<file path="config.mk">
export PLATFORM = sky130hd
export DESIGN_NAME = bbc_clock
export DESIGN_NICKNAME = d
export VERILOG_FILES = /design/src/logic/bbc_pkg.sv /design/src/logic/bbc_tick.sv /design/src/logic/bbc_clock.sv
export SDC_FILE = /design/constraint.sdc
export NUM_CORES = 1
export LEC_CHECK = 0
export ABC_AREA = 1
export BUFFER_PORTS_ARGS = -buffer_cell sky130_fd_sc_hd__buf_4
export CAP_MARGIN = 15
export CORE_ASPECT_RATIO = 0.75
export CORE_MARGIN = 2
export CORE_UTILIZATION = 46
export CTS_BUF_LIST = sky130_fd_sc_hd__clkbuf_4 sky130_fd_sc_hd__clkbuf_8
export CTS_CLUSTER_DIAMETER = 150
export DETAILED_ROUTE_END_ITERATION = 6
export PLACE_DENSITY = 0.59
export SLEW_MARGIN = 15
export SYNTH_ARGS = -nofsm -noshare
export SYNTH_HDL_FRONTEND = slang
export SYNTH_SLANG_ARGS = --single-unit
</file>
<file path="constraint.sdc">
create_clock -name clock_in -period 2.5 [get_ports clock_in]
set_input_delay 0.375 -clock clock_in [delete_from_list [all_inputs] [get_ports clock_in]]
set_output_delay 0.375 -clock clock_in [all_outputs]
set_load 0.02 [all_outputs]
</file>
<file path="src/logic/bbc_pkg.sv">
// Purpose: constants and types for the battery backed calendar clock
// Assumes: 20 MHz clock, bcd coded fields
// Notes:   register indices are the word positions of the special area
package bbc_pkg;
  // ------------------------------------------------------------
  // register indices and codes
  // ------------------------------------------------------------
  localparam logic [2:0]  IDX_HOUR_MINUTE_VIEW  = 3'h0;
  localparam logic [2:0]  IDX_MINUTE_SECOND_REG = 3'h1;
  localparam logic [2:0]  IDX_DAY_HOUR_REG      = 3'h2;
  localparam logic [2:0]  IDX_YEAR_MONTH_REG    = 3'h3;
  localparam logic [2:0]  IDX_WEEKDAY_REG       = 3'h4;
  localparam logic [2:0]  IDX_CLOCK_SET_TRIGGER = 3'h5;
  localparam logic [15:0] SET_CODE              = 16'h8000;
  localparam logic [15:0] IDLE_CODE             = 16'h0000;
  localparam logic [15:0] READ_ZERO             = 16'h0000;
  // ------------------------------------------------------------
  // bcd limits
  // ------------------------------------------------------------
  localparam logic [7:0] BCD_ZERO    = 8'h00;
  localparam logic [7:0] BCD_ONE     = 8'h01;
  localparam logic [7:0] SEC_MAX     = 8'h59;
  localparam logic [7:0] MIN_MAX     = 8'h59;
  localparam logic [7:0] HOUR_MAX    = 8'h23;
  localparam logic [7:0] MONTH_MAX   = 8'h12;
  localparam logic [7:0] YEAR_MAX    = 8'h99;
  localparam logic [7:0] WEEKDAY_MAX = 8'h06;
  localparam logic [7:0] FEB         = 8'h02;
  localparam logic [7:0] DAYS_28     = 8'h28;
  localparam logic [7:0] DAYS_29     = 8'h29;
  localparam logic [7:0] DAYS_30     = 8'h30;
  localparam logic [7:0] DAYS_31     = 8'h31;
  // ------------------------------------------------------------
  // timing
  // ------------------------------------------------------------
  localparam int unsigned CLK_HZ      = 20000000;
  localparam int unsigned TICK_S      = 1;
  localparam int unsigned TICK_CYCLES = CLK_HZ * TICK_S;
  // ------------------------------------------------------------
  // types
  // ------------------------------------------------------------
  typedef struct packed {
    logic [7:0] year;
    logic [7:0] month;
    logic [7:0] day;
    logic [7:0] hour;
    logic [7:0] minute;
    logic [7:0] second;
    logic [7:0] weekday;
  } bbc_time_t;
  typedef struct packed {
    logic        write;
    logic [2:0]  index;
    logic [15:0] data;
  } bbc_access_t;
endpackage

</file>
<file path="src/logic/bbc_tick.sv">
// Purpose: one pulse per second from the system clock
// Assumes: synchronous active high reset
// Notes:   count length is a parameter so simulation can shorten it
module bbc_tick #(
  parameter int unsigned CYCLES = bbc_pkg::TICK_CYCLES
) (
  input  wire logic clock_in,
  input  wire logic reset_in,
  input  wire logic clear_in,
  output logic      tick_out
);
  logic [31:0] count_reg;
  logic [31:0] count_next;
  wire         at_end = (count_reg == 32'(CYCLES - 1));

  assign count_next = (clear_in || at_end) ? 32'h0 : count_reg + 32'h1;

  always_ff @(posedge clock_in)
  begin
    if (reset_in)
    begin
      count_reg <= 32'h0;
      tick_out  <= 1'b0;
    end
    else
    begin
      count_reg <= count_next;
      tick_out  <= at_end && !clear_in;
    end
  end
endmodule

</file>
<file path="src/logic/bbc_clock.sv">
// Purpose: battery backed clock and calendar in special registers
// Assumes: one register access per cycle, synchronous inputs
// Notes:   all fields bcd; contents invalid until first set
module bbc_clock #(
  parameter int unsigned TICK_CYCLES = bbc_pkg::TICK_CYCLES
) (
  input  wire logic                 clock_in,
  input  wire logic                 reset_in,
  input  wire logic                 battery_fitted_in,
  input  wire bbc_pkg::bbc_access_t access_in,
  output logic [15:0]               read_data_out,
  output logic                      time_valid_out
);
  // ------------------------------------------------------------
  // helpers
  // ------------------------------------------------------------
  function automatic logic [7:0] bcd_inc(input logic [7:0] v);
    if (v[3:0] == 4'h9)
      return {v[7:4] + 4'h1, 4'h0};
    else
      return {v[7:4], v[3:0] + 4'h1};
  endfunction

  function automatic logic [7:0] month_days(input logic [7:0] mon,
                                            input logic [7:0] yr);
    logic leap;
    leap = (yr[4] ? (yr[3:0] == 4'h2 || yr[3:0] == 4'h6)
                  : (yr[3:0] == 4'h0 || yr[3:0] == 4'h4
                     || yr[3:0] == 4'h8));
    case (mon)
      bbc_pkg::FEB: return leap ? bbc_pkg::DAYS_29 : bbc_pkg::DAYS_28;
      8'h04, 8'h06, 8'h09, 8'h11: return bbc_pkg::DAYS_30;
      default: return bbc_pkg::DAYS_31;
    endcase
  endfunction

  // ------------------------------------------------------------
  // state
  // ------------------------------------------------------------
  typedef enum {ST_UNSET, ST_RUN, ST_DEAD} bbc_state_t;
  bbc_state_t        state_reg;
  bbc_state_t        state_next;
  bbc_pkg::bbc_time_t run_reg;
  bbc_pkg::bbc_time_t run_next;
  bbc_pkg::bbc_time_t stage_reg;
  bbc_pkg::bbc_time_t stage_next;
  logic [15:0]       read_next;
  logic              tick;

  // ------------------------------------------------------------
  // access decode
  // ------------------------------------------------------------
  wire wr = access_in.write;
  wire [2:0] idx = access_in.index;
  wire [15:0] wd = access_in.data;
  wire set_hit = wr && idx == bbc_pkg::IDX_CLOCK_SET_TRIGGER
                 && wd == bbc_pkg::SET_CODE;
  wire load = set_hit && battery_fitted_in;
  wire running = battery_fitted_in && state_reg == ST_RUN;

  bbc_tick #(
    .CYCLES (TICK_CYCLES)
  ) u_tick (
    .clock_in (clock_in),
    .reset_in (reset_in),
    .clear_in (load || !running),
    .tick_out (tick)
  );

  // ------------------------------------------------------------
  // staging writes
  // ------------------------------------------------------------
  // stage setting writes
  always_comb
  begin
    stage_next = stage_reg;
    if (wr)
    begin
      case (idx)
        bbc_pkg::IDX_MINUTE_SECOND_REG:
        begin
          stage_next.minute = wd[15:8];
          stage_next.second = wd[7:0];
        end
        bbc_pkg::IDX_DAY_HOUR_REG:
        begin
          stage_next.day  = wd[15:8];
          stage_next.hour = wd[7:0];
        end
        bbc_pkg::IDX_YEAR_MONTH_REG:
        begin
          stage_next.year  = wd[15:8];
          stage_next.month = wd[7:0];
        end
        bbc_pkg::IDX_WEEKDAY_REG: stage_next.weekday = wd[7:0];
        default: stage_next = stage_reg;
      endcase
    end
  end

  // ------------------------------------------------------------
  // running clock
  // ------------------------------------------------------------
  wire [7:0] last_day = month_days(run_reg.month, run_reg.year);
  wire c_sec  = run_reg.second == bbc_pkg::SEC_MAX;
  wire c_min  = c_sec && run_reg.minute == bbc_pkg::MIN_MAX;
  wire c_hour = c_min && run_reg.hour == bbc_pkg::HOUR_MAX;
  wire c_day  = c_hour && run_reg.day == last_day;
  wire c_mon  = c_day && run_reg.month == bbc_pkg::MONTH_MAX;

  always_comb
  begin
    run_next = run_reg;
    if (load)
      run_next = stage_reg;
    else if (running && tick)
    begin
      run_next.second = c_sec ? bbc_pkg::BCD_ZERO : bcd_inc(run_reg.second);
      if (c_sec)
        run_next.minute = c_min ? bbc_pkg::BCD_ZERO
                                : bcd_inc(run_reg.minute);
      if (c_min)
        run_next.hour = c_hour ? bbc_pkg::BCD_ZERO : bcd_inc(run_reg.hour);
      if (c_hour)
      begin
        run_next.day = c_day ? bbc_pkg::BCD_ONE : bcd_inc(run_reg.day);
        run_next.weekday = (run_reg.weekday >= bbc_pkg::WEEKDAY_MAX)
                           ? bbc_pkg::BCD_ZERO : bcd_inc(run_reg.weekday);
      end
      if (c_day)
        run_next.month = c_mon ? bbc_pkg::BCD_ONE : bcd_inc(run_reg.month);
      if (c_mon)
        run_next.year = (run_reg.year == bbc_pkg::YEAR_MAX)
                        ? bbc_pkg::BCD_ZERO : bcd_inc(run_reg.year);
    end
  end

  // ------------------------------------------------------------
  // validity state
  // ------------------------------------------------------------
  // unset until loaded
  always_comb
  begin
    case (state_reg)
      ST_UNSET: state_next = load ? ST_RUN : ST_UNSET;
      ST_RUN:   state_next = battery_fitted_in ? ST_RUN : ST_DEAD;
      ST_DEAD:  state_next = load ? ST_RUN : ST_DEAD;
      default:  state_next = ST_UNSET;
    endcase
  end

  // ------------------------------------------------------------
  // read view
  // ------------------------------------------------------------
  // five readable registers
  always_comb
  begin
    case (idx)
      bbc_pkg::IDX_HOUR_MINUTE_VIEW:
        read_next = {run_reg.hour, run_reg.minute};
      bbc_pkg::IDX_MINUTE_SECOND_REG:
        read_next = {run_reg.minute, run_reg.second};
      bbc_pkg::IDX_DAY_HOUR_REG:
        read_next = {run_reg.day, run_reg.hour};
      bbc_pkg::IDX_YEAR_MONTH_REG:
        read_next = {run_reg.year, run_reg.month};
      bbc_pkg::IDX_WEEKDAY_REG:
        read_next = {8'h00, run_reg.weekday};
      default: read_next = bbc_pkg::READ_ZERO;
    endcase
  end

  always_ff @(posedge clock_in)
  begin
    if (reset_in)
    begin
      state_reg     <= ST_UNSET;
      run_reg       <= '0;
      stage_reg     <= '0;
      read_data_out <= 16'h0000;
      time_valid_out <= 1'b0;
    end
    else
    begin
      state_reg     <= state_next;
      run_reg       <= run_next;
      stage_reg     <= stage_next;
      read_data_out <= read_next;
      time_valid_out <= battery_fitted_in && state_next == ST_RUN;
    end
  end
endmodule

</file>
== Word level (Yosys, flattened, before mapping) ==
Index checks and enable logic that the tools add are counted.

* Bits in registers: 194
* Input port bits: 23
* Output and inout port bits: 17
* Word-level logic and storage cells: 157

* Add/subtract/negate cells: 15
* Magnitude comparators: 1
* Equal/unequal tests: 33
* Mux-type cells: 30
* Reductions and logical operators: 52

{| class="wikitable"
|+ Operators with widths
! operator !! number
|-
| 8-bit two-way mux || 20
|-
| 56-bit two-way mux || 2
|-
| 32-bit by 2-bit equality test with 1-bit output (second input constant) || 3
|-
| 16-bit case mux with 5 select lines || 1
|-
| 4-bit by 1-bit adder with 4-bit output (second input constant) || 14
|-
| 32-bit by 1-bit adder with 32-bit output (second input constant) || 1
|-
| 32-bit by 1-bit equality test with 1-bit output (second input constant) || 1
|-
| 32-bit by 25-bit equality test with 1-bit output (second input constant) || 1
|-
| 4-bit equality test (second input constant) || 8
|-
| 32-bit logical NOT || 1
|-
| 3-bit nonzero test || 7
|-
| 2-bit AND reduction || 10
|-
| 3-bit AND reduction || 6
|-
| 16-bit equality test (second input constant) || 1
|-
| 8-bit by 3-bit equality test with 1-bit output (second input constant) || 2
|-
| 8-bit by 5-bit equality test with 1-bit output (second input constant) || 2
|-
| 8-bit by 7-bit equality test with 1-bit output (second input constant) || 2
|-
| 2-bit nonzero test || 6
|-
| 1-bit logical AND || 11
|-
| 5-bit case mux with 2 select lines || 1
|-
| 4-bit by 3-bit equality test with 1-bit output (second input constant) || 2
|-
| 8-bit by 2-bit equality test with 1-bit output (second input constant) || 1
|-
| 8-bit by 4-bit equality test with 1-bit output (second input constant) || 1
|-
| 8-bit by 6-bit equality test with 1-bit output (second input constant) || 1
|-
| 16 further kinds || 26
|}

== Depth between registers and ports, before layout ==
* Word-level depth: 13
* Mapped depth: 16
* Depth with buffers taken out: 16

== By module ==
Synthesis repeated with hierarchy kept, for this count alone.

* Cell total of the unflattened synthesis: 1255
* Area, all modules: 8608.3 µm²

{| class="wikitable"
|+ Modules (own cells, without submodules)
! module !! instances !! cells each !! area an instance (µm²) !! seq. area each (µm²)
|-
| bbc_clock || 1 || 957 || 6785.3 || 2622.5
|-
| bbc_tick || 1 || 298 || 1823.0 || 660.6
|}

== Worst setup path before layout ==
OpenSTA, ideal clock, no wires.

* Path kind: register -> register
* Start point: register run_reg[44] (netlist bit)
* End point: register run_reg[52] (netlist bit)
* Library setup time: 0.114 ns
* Arrival: 1.721 ns
* Required time: 2.386 ns
* Setup slack: 0.665 ns
* Cell stages (with the launch flop): 16
* Path buffers: 0
* Period minus slack after synthesis: 1.835 ns
* Cell sequence: dfxtp_1 inv_1 ha_1 inv_1 nor2_1 nand2_1 inv_1 nand2_1 nand3_1 nand2_1 nand2_1 nand2_1 nand2_2 nand4_4 nor2_1 nor2_1

* Word-level cells in the longest chain between the ends: 8
* Elaborated cells between the ends (all ways): 13
* Those cells by class: eq/ne: 7; mux: 1; reduce/logical: 5

{| class="wikitable"
|+ Ends and longest elaborated chain
! element !! line !! source
|-
| from (decl) || bbc_clock.sv:43 || <nowiki>bbc_pkg::bbc_time_t run_reg;</nowiki>
|-
| from (signal assigned) || bbc_clock.sv:186 || <nowiki>run_reg <= run_next;</nowiki>
|-
| 8-bit by 3-bit equality test with 1-bit output, or another cell as far along || bbc_clock.sv:30 || <nowiki>case (mon)</nowiki>
|-
| 4-bit OR reduction || bbc_clock.sv:30 ||
|-
| 5-bit case mux with 2 select lines || bbc_clock.sv:30 ||
|-
| 8-bit equality test || bbc_clock.sv:108 || <nowiki>wire c_day = c_hour && run_reg.day == last_day;</nowiki>
|-
| 1-bit logical AND || bbc_clock.sv:108 ||
|-
| 1-bit logical AND * || bbc_clock.sv:109 || <nowiki>wire c_mon = c_day && run_reg.month == bbc_pkg::MONTH_MAX;</nowiki>
|-
| 2-bit nonzero test (no source line) * || n/a ||
|-
| 3-bit AND reduction (no source line) * || n/a ||
|}

Every way passes the cells marked *; elsewhere a longest branch is shown, timed or not.
A chain may end at the register's enable or synchronous reset.

== Final worst setup path ==
* Start point: register run_reg[8] (netlist bit)
* End point: register run_reg[37] (netlist bit)

* Word-level cells in the longest chain between the ends: 8
* Elaborated cells between the ends (all ways): 11
* Those cells by class: eq/ne: 1; mux: 4; reduce/logical: 6

{| class="wikitable"
|+ Ends and longest elaborated chain
! element !! line !! source
|-
| 8-bit by 7-bit equality test with 1-bit output * || bbc_clock.sv:105 || <nowiki>wire c_sec = run_reg.second == bbc_pkg::SEC_MAX;</nowiki>
|-
| 1-bit logical AND * || bbc_clock.sv:106 || <nowiki>wire c_min = c_sec && run_reg.minute == bbc_pkg::MIN_MAX;</nowiki>
|-
| 1-bit logical AND * || bbc_clock.sv:107 || <nowiki>wire c_hour = c_min && run_reg.hour == bbc_pkg::HOUR_MAX;</nowiki>
|-
| 1-bit logical AND || bbc_clock.sv:108 ||
|-
| 8-bit two-way mux || bbc_clock.sv:126 || <nowiki>run_next.day = c_day ? bbc_pkg::BCD_ONE : bcd_inc(run_reg.day);</nowiki>
|-
| 8-bit two-way mux || bbc_clock.sv:124 || <nowiki>if (c_hour)</nowiki>
|-
| 56-bit two-way mux || bbc_clock.sv:116 || <nowiki>else if (running && tick)</nowiki>
|-
| 56-bit two-way mux || bbc_clock.sv:114 || <nowiki>if (load)</nowiki>
|}

Every way passes the cells marked *; elsewhere a longest branch is shown, timed or not. The select of a mux whose other input is x is not followed.

==> qor.txt <==
Critical Path Start = run_reg[8]
Power Density = 503 nW/µm²
Residual DRC = 0
# Max-Cap Violations = 0
Slowest cell on the critical path = dfxtp_1
Slew headroom = 52.6%
Hold buffers post-CTS = 0
Count of final setup violators = 0
Ys Warns = 0
FF-to-FF Start = run_reg[8]
Share of layout cells above drive strength 1 = 11.6%
Seq/Total Area, Yosys = 39.7%
Number of synthesized flops with an enable pin = 0
Critical path's most frequent cell = nand2_1
GR Overflow Total = 0
Die W = 159 µm
Most used DFF post-synth = dfxtp_1
Yosys top cell area share = 39.7%
Worst Skew = 0.0125 ns
Metal2 WL = 9720 µm
Area leader, netlist = dfxtp_1
Mean Syn Cell Area = 7.13 µm²
F_max = 0.430 GHz
Initial core utilization = 47.0%
CP Max Fanout = 10
Critical Path RT = 2.91 ns
Synth top area cells = dfxtp_1 (40%), nand2_1 (7.8%), nor2_1 (7.7%), o21ai_0 (6.5%), inv_1 (6.3%)
Peak supply drop = 0.311 mV
CP endpoint kind = register
Cell count after synthesis = 1,159
RSZ-0062 raised after global routing = false
Crit-path max cell delay = 0.46 ns
Routed met3 length = 2260 µm
WL final = 25,200 µm
Max Slew Vio Count = 0
Post-synth top cells = nand2_1 (171), nor2_1 (169), dfxtp_1 (164)
CTS Buf Count = 17
Wire per inst = 17.1 µm
Worst-Margin Slew = 0.705 ns
Most numerous cell in the Yosys netlist = nand2_1
Reg2reg end = run_reg[37]
Hold Violations, Final = 0
Via count of the first global-routing pass = 7,044
H-tree depth = 4
Post-CTS setup buffers = 0
Clock Tree Root = clkbuf_8
Synthesis-stage register bit count = 164
Setup TNS = 0 ns
Final Cycle Share = 93.1%
Worst-skew pair later-pin latency = 0.48 ns
Critical path arrival = 2.74 ns
Netlist cell types = 44
Hold WC Path Type = in -> reg
Dpl cells = 1,438
Multi-input logic area = 4290 µm²
Num rows = 42
Mapped Area = 8270 µm²
Chip height = 120 µm
Async set-reset flop share out of synthesis = 0%
Storage cell area = 3280 µm²
Total Power = 4.72 mW
Final Non-Filler Cells = 1,470
M1 wire length = 12,900 µm
Post-DRT Antenna Nets = 0
IO buf count = 39
Largest net degree at the start of global routing = 59
Min Tclk post-route = 2.33 ns
CTS tree = done
Hpwl dp = 18,900 µm
Lkg Pwr = 3.87 nW
Core Box Area = 17,600 µm²
Max Used Layer = met4
Syn_nets = 1,206
Run status = completed
Post-cts resize count = 0
Clock Path Buffers = 2
Number of vias per cell = 5.37
GRT Total Usage = 26.8%
Ports placed on the boundary = 40
CP endpoint = run_reg[37]
CP Class = reg -> reg
Area of the die = 19,100 µm²
Filler instances = 1,788
Via count = 7,897
Reg-to-reg slack, setup = 0.17 ns
RePlAce Congestion = 0.960
Worst-path clk slew = 0.09 ns
N_diodes = 0
Drt pass-1 iters = 7
Clock sinks = 164
Area Overhead vs Synth = 13.4%
FF-to-FF path depth = 13
Antenna violations before repair = 0
Nets = 1,262
CP startpoint kind = register
First-pass GRT wire length = 39,300 µm
First-iteration detailed-routing DRC count = 806
Worst path cell trace = ha_1, nand3_1, nor2_2, nand3_1, nor2_1, inv_1, nand2_1, nand2_2, clkinv_2, nand2_2, nand2_1, nand2_1, nor2_1
[per-stage QoR]
stage / hold slack [ns] / area [µm²] / setup WS, ns / utilization, %
final: 0.194 / 9380 / 0.172 / 53.3
after floorplan: 0.418 / 8270 / 0.665 / -
after global placement: 0.431 / 9010 / 0.221 / 51.2
after CTS: 0.178 / 9370 / 0.168 / 53.2
after global routing: 0.202 / 9380 / 0.00502 / 53.3
after detailed placement: 0.436 / 9010 / 0.195 / 51.2
[logic make-up after synthesis]
kind of cell	synth area share, %
XOR/XNOR	3.50
AND/OR/NAND/NOR	26.5
adder cells (fa/ha/maj)	3.63
AO/OA/AOI/OAI	18.1
flip-flops	39.7
buffers and inverters	8.54
[power breakdown]
group	switching [mW]	internal [mW]
clock	1.13	0.713
sequential	0.0142	2.64
combinational	0.150	0.0669
[worst max-delay path: cells and delay by family, from the launching register on]
family / cells / cell delay (ns)
flops: 1 / 0.46
buf+inv: 2 / 0.23
simple gates: 10 / 1.39
fa+ha+maj: 1 / 0.18
[placed cells by master, fill, tap and decap left out, drive strengths merged, types with 5 or more instances in the layout]
cell / synthesis / final
nand4: 19 / 19
nor4: 11 / 11
o21ai: 108 / 108
nand2: 178 / 178
nand3: 69 / 69
inv: 147 / 156
xnor2: 5 / 5
a221oi: 12 / 12
nor2: 174 / 174
ha: 24 / 24
a31oi: 18 / 18
a21oi: 80 / 80
o22ai: 27 / 27
xor2: 28 / 28
clkinv: 3 / 6
dfxtp: 164 / 164
or2: 6 / 6
clkbuf: 28 / 17
buf: 6 / 71
a211oi: 13 / 13
nor3: 26 / 26
[how the worst min path moves through the flow]
stage	from	to	slack, ns	cells past startpoint
2_1_floorplan	u_tick.count_reg[0]	u_tick.count_reg[0]	0.42	1
5_1_grt	access_in[4]	stage_reg[44]	0.20	3
3_3_place_gp	u_tick.count_reg[0]	u_tick.count_reg[0]	0.43	1
4_1_cts	access_in[4]	stage_reg[44]	0.18	3
3_5_place_dp	u_tick.count_reg[0]	u_tick.count_reg[0]	0.44	1
6_report	access_in[4]	stage_reg[44]	0.19	3
[per-layer routing]
| layer | up-vias | GRT usage (%) |
|---|---|---|
| met5 | - | 0 |
| met4 | 0 | 6.25 |
| met3 | 24 | 6.77 |
| met2 | 283 | 36.8 |
| met1 | 3613 | 41.3 |
| li1 | 3977 | - |
[area by class of cell]
cell class | count | area share [%]
multi-input cells | 811 | 45.7
flip-flops and latches | 164 | 35.0
repair buffers | 71 | 6.22
inverters | 150 | 6.02
well taps | 242 | 3.23
clock buffers | 17 | 2.49
clock inverters | 15 | 1.29
Power figures use the tool's default switching activity.
